===== config.mk =====
export PLATFORM = sky130hd
export DESIGN_NAME = tpo_timed_pattern
export DESIGN_NICKNAME = d
export VERILOG_FILES = /design/src/hdl/tpo_pkg.sv /design/src/hdl/tpo_timed_pattern.sv
export SDC_FILE = /design/constraint.sdc
export NUM_CORES = 1
export LEC_CHECK = 0
export BUFFER_PORTS_ARGS = -buffer_cell sky130_fd_sc_hd__buf_2
export CORE_MARGIN = 3
export CORE_UTILIZATION = 40
export DETAILED_ROUTE_END_ITERATION = 8
export PLACE_DENSITY = 0.7
export SETUP_SLACK_MARGIN = 0.02
export SLEW_MARGIN = 20
export SYNTH_ARGS = -nofsm -noshare
export SYNTH_HDL_FRONTEND = slang
export SYNTH_SLANG_ARGS = --single-unit

===== constraint.sdc =====
create_clock -name sys_clk -period 4.35 [get_ports sys_clk]
set_clock_uncertainty 0.2 [all_clocks]
set_input_delay 0.435 -clock sys_clk [delete_from_list [all_inputs] [get_ports sys_clk]]
set_output_delay 0.435 -clock sys_clk [all_outputs]
set_load 0.005 [all_outputs]

===== src/hdl/tpo_pkg.sv =====
// Constants for the timed pattern output register core.
// Assumes a byte-wide register port with a 16-bit address.
package tpo_pkg;
  localparam int ADDR_W = 16;
  localparam int DATA_W = 8;
  localparam int N_GRP = 4;
  localparam int N_CH = 4;
  localparam int GRP_W = 4;
  localparam int SEL_W = 2;
  localparam int PIN_W = 16;

  // Next-pattern buffers, both address layouts
  localparam logic [15:0] ADR_NP_HIGH = 16'hFFA4;
  localparam logic [15:0] ADR_NP_LOW = 16'hFFA5;
  localparam logic [15:0] ADR_NP_HIGH_ALT = 16'hFFA6;
  localparam logic [15:0] ADR_NP_LOW_ALT = 16'hFFA7;
  // Control and port registers
  localparam logic [15:0] ADR_TE_HIGH = 16'hFFA0;
  localparam logic [15:0] ADR_TE_LOW = 16'hFFA1;
  localparam logic [15:0] ADR_TRIG_SEL = 16'hFFA2;
  localparam logic [15:0] ADR_LATCH_LOW = 16'hFFA8;
  localparam logic [15:0] ADR_LATCH_HIGH = 16'hFFA9;
  localparam logic [15:0] ADR_DIR_LOW = 16'hFFAA;
  localparam logic [15:0] ADR_DIR_HIGH = 16'hFFAB;

  localparam logic [7:0] NP_RST = 8'h00;
  localparam logic [7:0] TE_RST = 8'h00;
  localparam logic [7:0] TRIG_RST = 8'hFF;
  localparam logic [7:0] LATCH_RST = 8'h00;
  localparam logic [7:0] DIR_RST = 8'h00;
  localparam logic [7:0] RSV_BYTE = 8'hFF;
  localparam logic [3:0] RSV_NIB = 4'hF;
  localparam logic [7:0] UNMAPPED_RD = 8'h00;

  // Trigger-select fields per group
  localparam int SEL_G3_LSB = 6;
  localparam int SEL_G2_LSB = 4;
  localparam int SEL_G1_LSB = 2;
  localparam int SEL_G0_LSB = 0;
endpackage


===== src/hdl/tpo_timed_pattern.sv =====
// Register core of a 16-pin timed pattern output controller.
// Assumes timer compare-match strobes and standby come from
// logic on sys_clk; the register master follows the plain port.
//
// Notes on behaviour
// [RULE1] Selected trigger copies enabled high buffer bits
// [RULE2] High buffer cleared by reset, hardware standby
// [RULE3] Shared trigger: high buffer whole at first
// [RULE4] Shared trigger: alternate byte reads ones, read-only
// [RULE5] Split: group 3 first, group 2 alternate
// [RULE6] Split: unused nibbles read ones, unwritable
// [RULE7] Split low: first address holds group 1
// [RULE8] Enabled low bits copied on group trigger
// [RULE9] Disabled bits never copied, output unchanged
// [RULE10] High enables gate each high bit separately
// [RULE11] Low enable bit n controls pin n
// [RULE12] Enables cleared by reset, hardware standby
// [RULE13] Trigger select resets to all ones
// [RULE14] Two-bit code picks timer channel number
// [RULE15] Bits 7:6 select group 3 trigger
// [RULE16] Bits 5:4 select group 2 trigger
// [RULE17] Bits 3:2 select group 1 trigger
// [RULE18] Bits 1:0 select group 0 trigger
// [RULE19] Enabled latch bits read-only, still copied
// [RULE20] Pin drives when direction and enable set
// [RULE21] Transfer next cycle, same-cycle write later
// [RULE22] Timer gives one-cycle strobes per channel
//
// Chosen here: the plain strobed port.
`timescale 1ns/1ps
module tpo_timed_pattern (
  input wire logic sys_clk,
  input wire logic resetn,
  input wire logic ce,
  input wire logic hw_standby,
  input wire logic [tpo_pkg::ADDR_W-1:0] addr,
  input wire logic [tpo_pkg::DATA_W-1:0] wdata,
  input wire logic wr,
  input wire logic rd,
  output logic [tpo_pkg::DATA_W-1:0] rdata,
  input wire logic [tpo_pkg::N_CH-1:0] cm_strobe,
  output logic [tpo_pkg::PIN_W-1:0] pattern_pins,
  output logic [tpo_pkg::PIN_W-1:0] pattern_pins_oe
);
  import tpo_pkg::*;

  logic [7:0] next_pattern_high;
  logic [7:0] next_pattern_low;
  logic [7:0] transfer_enable_high;
  logic [7:0] transfer_enable_low;
  logic [7:0] group_trigger_select;
  logic [7:0] port_latch_high;
  logic [7:0] port_latch_low;
  logic [7:0] pin_direction_high;
  logic [7:0] pin_direction_low;
  logic [7:0] next_port_latch_high;
  logic [7:0] next_port_latch_low;
  logic [N_GRP-1:0] grp_fire;
  logic [PIN_W-1:0] fire_bit;
  logic [7:0] xfer_high;
  logic [7:0] xfer_low;
  logic shared_high;
  logic shared_low;
  logic run;

  // Standby counts as a clear only while the clock is enabled
  assign run = ce && !hw_standby;

  // [RULE15] [RULE16] group trigger pairing
  assign shared_high = group_trigger_select[SEL_G3_LSB +: SEL_W] ==
                       group_trigger_select[SEL_G2_LSB +: SEL_W];
  // [RULE17] [RULE18] group trigger pairing
  assign shared_low = group_trigger_select[SEL_G1_LSB +: SEL_W] ==
                      group_trigger_select[SEL_G0_LSB +: SEL_W];

  // [RULE14] code selects channel
  genvar g;
  generate
    for (g = 0; g < N_GRP; g++) begin : grp
      assign grp_fire[g] = cm_strobe[group_trigger_select[g*SEL_W +: SEL_W]];
      assign fire_bit[g*GRP_W +: GRP_W] = {GRP_W{grp_fire[g]}};
    end
  endgenerate

  // [RULE10] [RULE11] per-bit gating
  assign xfer_high = fire_bit[15:8] & transfer_enable_high;
  assign xfer_low = fire_bit[7:0] & transfer_enable_low;

  // Standby clear beats a write in the same cycle
  // [RULE2] [RULE3] [RULE5] high buffer writes
  always_ff @(posedge sys_clk or negedge resetn) begin
    if (!resetn) begin
      next_pattern_high <= NP_RST;
    end else if (ce) begin
      if (hw_standby) begin
        next_pattern_high <= NP_RST;
      end else if (wr && addr == ADR_NP_HIGH) begin
        if (shared_high) begin
          next_pattern_high <= wdata;
        end else begin
          next_pattern_high[7:4] <= wdata[7:4];
        end
      end else if (wr && addr == ADR_NP_HIGH_ALT && !shared_high) begin
        next_pattern_high[3:0] <= wdata[3:0];
      end
    end
  end

  // [RULE7] low buffer writes
  always_ff @(posedge sys_clk or negedge resetn) begin
    if (!resetn) begin
      next_pattern_low <= NP_RST;
    end else if (ce) begin
      if (hw_standby) begin
        next_pattern_low <= NP_RST;
      end else if (wr && addr == ADR_NP_LOW) begin
        if (shared_low) begin
          next_pattern_low <= wdata;
        end else begin
          next_pattern_low[7:4] <= wdata[7:4];
        end
      end else if (wr && addr == ADR_NP_LOW_ALT && !shared_low) begin
        next_pattern_low[3:0] <= wdata[3:0];
      end
    end
  end

  // [RULE12] enables reset
  always_ff @(posedge sys_clk or negedge resetn) begin
    if (!resetn) begin
      transfer_enable_high <= TE_RST;
      transfer_enable_low <= TE_RST;
    end else if (ce) begin
      if (hw_standby) begin
        transfer_enable_high <= TE_RST;
        transfer_enable_low <= TE_RST;
      end else if (wr && addr == ADR_TE_HIGH) begin
        transfer_enable_high <= wdata;
      end else if (wr && addr == ADR_TE_LOW) begin
        transfer_enable_low <= wdata;
      end
    end
  end

  // [RULE13] select resets to ones
  always_ff @(posedge sys_clk or negedge resetn) begin
    if (!resetn) begin
      group_trigger_select <= TRIG_RST;
    end else if (ce) begin
      if (hw_standby) begin
        group_trigger_select <= TRIG_RST;
      end else if (wr && addr == ADR_TRIG_SEL) begin
        group_trigger_select <= wdata;
      end
    end
  end

  // Directions kept here to form the pin enables and for read-back
  always_ff @(posedge sys_clk or negedge resetn) begin
    if (!resetn) begin
      pin_direction_high <= DIR_RST;
      pin_direction_low <= DIR_RST;
    end else if (ce) begin
      if (hw_standby) begin
        pin_direction_high <= DIR_RST;
        pin_direction_low <= DIR_RST;
      end else if (wr && addr == ADR_DIR_HIGH) begin
        pin_direction_high <= wdata;
      end else if (wr && addr == ADR_DIR_LOW) begin
        pin_direction_low <= wdata;
      end
    end
  end

  // Trigger applied after the write, so it wins on enabled bits
  // [RULE19] enabled bits ignore writes
  // [RULE1] [RULE8] [RULE9] copy only enabled
  always_comb begin
    next_port_latch_high = port_latch_high;
    next_port_latch_low = port_latch_low;
    if (wr && addr == ADR_LATCH_HIGH) begin
      next_port_latch_high = (wdata & ~transfer_enable_high) |
                             (port_latch_high & transfer_enable_high);
    end
    if (wr && addr == ADR_LATCH_LOW) begin
      next_port_latch_low = (wdata & ~transfer_enable_low) |
                            (port_latch_low & transfer_enable_low);
    end
    next_port_latch_high = (next_port_latch_high & ~xfer_high) |
                           (next_pattern_high & xfer_high);
    next_port_latch_low = (next_port_latch_low & ~xfer_low) |
                          (next_pattern_low & xfer_low);
  end

  // [RULE21] buffer sampled before same-cycle write
  always_ff @(posedge sys_clk or negedge resetn) begin
    if (!resetn) begin
      port_latch_high <= LATCH_RST;
      port_latch_low <= LATCH_RST;
    end else if (ce) begin
      if (hw_standby) begin
        port_latch_high <= LATCH_RST;
        port_latch_low <= LATCH_RST;
      end else begin
        port_latch_high <= next_port_latch_high;
        port_latch_low <= next_port_latch_low;
      end
    end
  end

  // Pins show the latch itself, no extra stage to skew them
  assign pattern_pins = {port_latch_high, port_latch_low};

  // [RULE20] drive only when both set
  always_ff @(posedge sys_clk or negedge resetn) begin
    if (!resetn) begin
      pattern_pins_oe <= '0;
    end else if (ce) begin
      pattern_pins_oe <= {pin_direction_high & transfer_enable_high,
                          pin_direction_low & transfer_enable_low};
    end
  end

  // Read data holds until the next read; unmapped bytes read zero
  // [RULE4] [RULE6] reserved bits read ones
  always_ff @(posedge sys_clk or negedge resetn) begin
    if (!resetn) begin
      rdata <= UNMAPPED_RD;
    end else if (ce && rd) begin
      unique case (addr)
        ADR_NP_HIGH: rdata <= shared_high ? next_pattern_high :
                              {next_pattern_high[7:4], RSV_NIB};
        ADR_NP_HIGH_ALT: rdata <= shared_high ? RSV_BYTE :
                                  {RSV_NIB, next_pattern_high[3:0]};
        ADR_NP_LOW: rdata <= shared_low ? next_pattern_low :
                             {next_pattern_low[7:4], RSV_NIB};
        ADR_NP_LOW_ALT: rdata <= shared_low ? RSV_BYTE :
                                 {RSV_NIB, next_pattern_low[3:0]};
        ADR_TE_HIGH: rdata <= transfer_enable_high;
        ADR_TE_LOW: rdata <= transfer_enable_low;
        ADR_TRIG_SEL: rdata <= group_trigger_select;
        ADR_LATCH_HIGH: rdata <= port_latch_high;
        ADR_LATCH_LOW: rdata <= port_latch_low;
        ADR_DIR_HIGH: rdata <= pin_direction_high;
        ADR_DIR_LOW: rdata <= pin_direction_low;
        default: rdata <= UNMAPPED_RD;
      endcase
    end
  end

  // Checks below rely on the timer keeping strobes one cycle wide
  // [RULE22] relied on here

  high_copy_a: assert property (@(posedge sys_clk) disable iff (!resetn) // [RULE1]
    run |=> ((port_latch_high ^ $past(next_pattern_high)) & $past(xfer_high)) == 8'h00)
    else $error("high latch missed enabled copy");

  low_copy_a: assert property (@(posedge sys_clk) disable iff (!resetn) // [RULE8]
    run |=> ((port_latch_low ^ $past(next_pattern_low)) & $past(xfer_low)) == 8'h00)
    else $error("low latch missed enabled copy");

  disabled_hold_a: assert property (@(posedge sys_clk) disable iff (!resetn) // [RULE9]
    run && !(wr && addr == ADR_LATCH_HIGH) |=>
      ((port_latch_high ^ $past(port_latch_high)) & ~$past(xfer_high)) == 8'h00)
    else $error("high latch changed without transfer");

  latch_ro_a: assert property (@(posedge sys_clk) disable iff (!resetn) // [RULE19]
    run && wr && addr == ADR_LATCH_LOW |=>
      ((port_latch_low ^ $past(port_latch_low)) &
       $past(transfer_enable_low & ~xfer_low)) == 8'h00)
    else $error("enabled latch bit took software write");

  standby_clear_a: assert property (@(posedge sys_clk) disable iff (!resetn) // [RULE12]
    ce && hw_standby |=> next_pattern_high == NP_RST && transfer_enable_low == TE_RST &&
      transfer_enable_high == TE_RST && group_trigger_select == TRIG_RST)
    else $error("hardware standby did not initialise");

  shared_alt_a: assert property (@(posedge sys_clk) disable iff (!resetn) // [RULE4]
    ce && rd && addr == ADR_NP_HIGH_ALT && shared_high |=> rdata == RSV_BYTE)
    else $error("shared alternate byte not all ones");

  split_first_a: assert property (@(posedge sys_clk) disable iff (!resetn) // [RULE6]
    ce && rd && addr == ADR_NP_HIGH && !shared_high |=>
      rdata == {$past(next_pattern_high[7:4]), RSV_NIB})
    else $error("split first address read wrong");

  low_split_a: assert property (@(posedge sys_clk) disable iff (!resetn) // [RULE7]
    ce && rd && addr == ADR_NP_LOW && !shared_low |=> rdata[3:0] == RSV_NIB)
    else $error("split low reserved nibble not ones");

  alt_write_a: assert property (@(posedge sys_clk) disable iff (!resetn) // [RULE5]
    run && wr && addr == ADR_NP_HIGH_ALT && !shared_high |=>
      next_pattern_high == {$past(next_pattern_high[7:4]), $past(wdata[3:0])})
    else $error("split alternate write misplaced");

  chan3_sel_a: assert property (@(posedge sys_clk) disable iff (!resetn) // [RULE14]
    run && cm_strobe == 4'h8 && group_trigger_select == TRIG_RST &&
      transfer_enable_high == 8'hFF |=> port_latch_high == $past(next_pattern_high))
    else $error("channel 3 trigger failed to copy");

  pin_drive_a: assert property (@(posedge sys_clk) disable iff (!resetn) // [RULE20]
    ce |=> pattern_pins_oe == $past({pin_direction_high & transfer_enable_high,
                                    pin_direction_low & transfer_enable_low}))
    else $error("pin enable not direction and enable");

  shared_write_a: assert property (@(posedge sys_clk) disable iff (!resetn) // [RULE3]
    run && wr && addr == ADR_NP_HIGH && shared_high |=> next_pattern_high == $past(wdata))
    else $error("shared buffer write not whole byte");

  shared_alt_hold_a: assert property (@(posedge sys_clk) disable iff (!resetn) // [RULE4]
    run && wr && addr == ADR_NP_HIGH_ALT && shared_high |=>
      next_pattern_high == $past(next_pattern_high))
    else $error("shared alternate write reached buffer");

  split_first_wr_a: assert property (@(posedge sys_clk) disable iff (!resetn) // [RULE5]
    run && wr && addr == ADR_NP_HIGH && !shared_high |=>
      next_pattern_high == {$past(wdata[7:4]), $past(next_pattern_high[3:0])})
    else $error("split first write touched lower nibble");

  split_alt_rd_a: assert property (@(posedge sys_clk) disable iff (!resetn) // [RULE6]
    ce && rd && addr == ADR_NP_HIGH_ALT && !shared_high |=>
      rdata == {RSV_NIB, $past(next_pattern_high[3:0])})
    else $error("split alternate read wrong");

  high_ro_a: assert property (@(posedge sys_clk) disable iff (!resetn) // [RULE10]
    run && wr && addr == ADR_LATCH_HIGH |=>
      ((port_latch_high ^ $past(port_latch_high)) &
       $past(transfer_enable_high & ~xfer_high)) == 8'h00)
    else $error("enabled high latch bit took write");

  low_hold_a: assert property (@(posedge sys_clk) disable iff (!resetn) // [RULE11]
    run && !(wr && addr == ADR_LATCH_LOW) |=>
      ((port_latch_low ^ $past(port_latch_low)) & ~$past(xfer_low)) == 8'h00)
    else $error("low latch changed without transfer");

  no_trigger_a: assert property (@(posedge sys_clk) disable iff (!resetn) // [RULE14]
    run && cm_strobe == 4'h0 && !(wr && addr == ADR_LATCH_HIGH) |=>
      port_latch_high == $past(port_latch_high))
    else $error("high latch moved with no strobe");

  grp3_pick_a: assert property (@(posedge sys_clk) disable iff (!resetn) // [RULE15]
    run && cm_strobe == (4'h1 << group_trigger_select[SEL_G3_LSB +: SEL_W]) |=>
      ((port_latch_high[GRP_W +: GRP_W] ^ $past(next_pattern_high[GRP_W +: GRP_W])) &
       $past(transfer_enable_high[GRP_W +: GRP_W])) == 4'h0)
    else $error("group 3 ignored its channel");

  grp2_pick_a: assert property (@(posedge sys_clk) disable iff (!resetn) // [RULE16]
    run && cm_strobe == (4'h1 << group_trigger_select[SEL_G2_LSB +: SEL_W]) |=>
      ((port_latch_high[0 +: GRP_W] ^ $past(next_pattern_high[0 +: GRP_W])) &
       $past(transfer_enable_high[0 +: GRP_W])) == 4'h0)
    else $error("group 2 ignored its channel");

  grp1_pick_a: assert property (@(posedge sys_clk) disable iff (!resetn) // [RULE17]
    run && cm_strobe == (4'h1 << group_trigger_select[SEL_G1_LSB +: SEL_W]) |=>
      ((port_latch_low[GRP_W +: GRP_W] ^ $past(next_pattern_low[GRP_W +: GRP_W])) &
       $past(transfer_enable_low[GRP_W +: GRP_W])) == 4'h0)
    else $error("group 1 ignored its channel");

  grp0_pick_a: assert property (@(posedge sys_clk) disable iff (!resetn) // [RULE18]
    run && cm_strobe == (4'h1 << group_trigger_select[SEL_G0_LSB +: SEL_W]) |=>
      ((port_latch_low[0 +: GRP_W] ^ $past(next_pattern_low[0 +: GRP_W])) &
       $past(transfer_enable_low[0 +: GRP_W])) == 4'h0)
    else $error("group 0 ignored its channel");

  buffer_freeze_a: assert property (@(posedge sys_clk) disable iff (!resetn) // [RULE2]
    !ce |=> $stable(next_pattern_high) && $stable(next_pattern_low) &&
      $stable(port_latch_high) && $stable(port_latch_low))
    else $error("buffer or latch moved while frozen");

  enable_keep_a: assert property (@(posedge sys_clk) disable iff (!resetn) // [RULE12]
    !ce |=> $stable(transfer_enable_high) && $stable(transfer_enable_low))
    else $error("enables moved while frozen");

  select_keep_a: assert property (@(posedge sys_clk) disable iff (!resetn) // [RULE13]
    !ce |=> $stable(group_trigger_select))
    else $error("trigger select moved while frozen");

  same_cycle_a: assert property (@(posedge sys_clk) disable iff (!resetn) // [RULE21]
    run && wr && addr == ADR_NP_HIGH && xfer_high != 8'h00 |=>
      ((port_latch_high ^ $past(next_pattern_high)) & $past(xfer_high)) == 8'h00)
    else $error("same-cycle buffer write leaked to latch");
endmodule


==> results.json <==
{
  "outcome": "finished with violations",
  "violations": "hold timing",
  "drive_above_1_share_pct": 20.92,
  "p_sw_mw": 0.6684,
  "maxSlewHeadroom_pct": 42.91,
  "p_seq_share_pct": 45.8,
  "drt_wl_total_mm": 19.24,
  "row_count": 43,
  "vias": 5215,
  "period_share_pct": 62.59,
  "largest_reg_flops": 16,
  "design_area_um2": 6509,
  "grt_overflow": 0,
  "critical_path.top_delay_family": "buffers and inverters",
  "ir_drop_v": 0.0001694,
  "holdWs_ns": -0.02565,
  "syn_area_um2": 5720,
  "cp_cell_sequence": "buf_2 > clkinv_1 > a2111oi_4 > mux2_2 > o22ai_1",
  "h-tree-depth": 3,
  "top_register": "pattern_pins_oe",
  "io-pin-count": 74,
  "syn-num-nets": 634,
  "grt_use_total_pct": 24.56,
  "drv_cap": 0,
  "p_leak_nw": 2.870,
  "grt_pass1_wl_mm": 30.15,
  "cts_root_buf": "clkbuf_16",
  "dr.pass1.iters": 5,
  "netSwitchingFraction_pct": 29.11,
  "clkPwrFrac_pct": 38.5,
  "die_w_um": 125.6,
  "synth_top_flop_cell": "dfrtp_1",
  "initial_core_util_pct": 41.05,
  "seq_area_frac_synth_pct": 42.17,
  "final_hold_viol_count": 23,
  "cp-end-kind": "flop",
  "ctsResizeCount": 0,
  "antenna_found_initial": 0,
  "grt_max_degree": 66,
  "arrival_ns": 2.79,
  "place_congestion": 0.9718,
  "max_stage_delay_ns": 0.60,
  "die_y_um": 125.6,
  "clock-sinks": 96,
  "reg2reg_to": "next_pattern_low[0]",
  "min_period_ns": 2.723,
  "clockBufferDepth": 2,
  "post_cts_buffers": 0,
  "crit_type": "in -> reg",
  "insertion_delay_ns": 0.36,
  "place_area_um2": 6178,
  "tightest_slew_ns": 0.8564,
  "max_freq_mhz": 367.3,
  "core_um2": 13930,
  "dieArea_um2": 15770,
  "first_global_vias": 5144,
  "final_common_cell": "dfrtp_1",
  "crit_path_top_delay_cell": "clkinv_1",
  "cp.depth": 5,
  "r2r_cells": 5,
  "finalMaxSlewViolations": 0,
  "fin_nets": 679,
  "synth_cell_types": 67,
  "synthCells": 600,
  "cts_hold_buf": 0,
  "setup_tns_ns": 0,
  "power_frac_comb_pct": 15.7,
  "syn_to_final_growth_pct": 13.78,
  "ys_async_sr_fraction_pct": 100.0,
  "cts_tree": "built",
  "io_buffer_count": 73,
  "antenna_left": 0,
  "place_hpwl_mm": 13.92,
  "drt_iter0_drc": 592,
  "drc": 0,
  "powerDensity_nw_per_um2": 352.7,
  "avgSynthCellArea_um2": 9.534,
  "ys_seq_elements": 96,
  "min_path_type": "in -> async",
  "synth_edf_count": 0,
  "preCtsSetupSlack_ns": 1.315,
  "clk_pin_slew_ns": 0.07,
  "final_cell_mix": "dfrtp_1 (88), buf_2 (72), inv_1 (44)",
  "path_buf_inv": 2,
  "wl_per_cell_um": 23.18,
  "post-route-worst-setup-slack_ns": 1.627,
  "start_kind": "input port",
  "total_power_mw": 2.296,
  "diodes": 0,
  "setup_viol": 0,
  "via_per_inst": 6.283,
  "reg2reg_from": "group_trigger_select[2]",
  "p_int_mw": 1.627,
  "cp_max_fo": 37,
  "rsz0062_at_grt": "false",
  "yosysWarnings": 0,
  "r2r_setup_slack_ns": 1.86,
  "numCtsBuffers": 9,
  "required_ns": 4.42
}
-- metrics by stage --
stage / cells / util [%] / hold WS [ns]
6_report: 830 / 46.71 / -0.02565
5_1_grt: 830 / 46.71 / 0.03490
4_1_cts: 830 / 46.71 / 0.006388
3_5_place_dp: 814 / 44.34 / 0.2743
3_3_place_gp: 814 / 44.34 / 0.2573
2_1_floorplan: 600 / - / -0.06059
-- cells in the mapped netlist (9+ instances only) --
| library cell | n | share of area (%) |
|---|---|---|
| dfrtp_1 | 88 | 38 |
| inv_1 | 44 | 2.9 |
| o21ai_0 | 39 | 3.4 |
| nand2_1 | 38 | 2.5 |
| clkbuf_1 | 37 | 2.4 |
| nand3_1 | 33 | 2.9 |
| mux2i_1 | 25 | 4.4 |
| o22ai_1 | 18 | 2.0 |
| a31oi_1 | 17 | 1.9 |
| nor2_1 | 17 | 1.1 |
| nor3_1 | 16 | 1.4 |
| mux2_2 | 13 | 2.6 |
| nor2b_1 | 12 | 1.3 |
| a21oi_1 | 11 | 0.96 |
| a22oi_1 | 11 | 1.4 |
| a221oi_1 | 10 | 1.5 |
| and3_1 | 9 | 0.98 |
| nor4_1 | 9 | 0.98 |
-- power by group through the flow --
stage	logic [mW]	registers, mW	clock network (mW)
3_5_place_dp	0.353	1.07	0
2_1_floorplan	0.233	1.03	0
6_report	0.359	1.05	0.884
4_1_cts	0.356	1.05	0.899
3_3_place_gp	0.345	1.06	0
5_1_grt	0.393	1.06	0.944
-- cells by family after synthesis --
kind of cell / Yosys count / share of synthesized area [%]
AO/OA/AOI/OAI: 180 / 22.88
AND/OR/NAND/NOR: 173 / 16.95
flip-flops: 96 / 42.17
buffers and inverters: 91 / 6.233
multiplexers: 55 / 11.00
XOR/XNOR: 5 / 0.7655
-- metal layers --
metal	share of wire [%]	global-route usage, %	vias to the layer above	routed length, um
li1	-	-	2356	-
met1	43	33.62	2583	8355
met2	47	37.98	232	8967
met3	6.6	5.510	44	1270
met4	3.4	9.566	0	650
met5	0	0	-	0
-- final cells by class --
class / count / area, um2
clock buffers: 10 / 239.0
clock inverters: 6 / 91.34
fillers: 1339 / 7426
inverters: 45 / 168.9
multi-input cells: 413 / 2952
flip-flops and latches: 96 / 2412
well taps: 180 / 225.2
repair buffers: 80 / 420.4
-- how the worst max path moves through the flow --
stage / start / end / slack [ns]
after floorplan: addr[6] / pin_direction_low[0] / 1.96
after global placement: addr[0] / pin_direction_low[2] / 1.39
after detailed placement: addr[0] / next_pattern_low[0] / 1.32
after CTS: addr[0] / next_pattern_low[0] / 1.67
after global routing: addr[0] / next_pattern_low[0] / 1.52
final: addr[0] / next_pattern_low[0] / 1.63
Note: power is estimated with default switching activity, not from simulation.
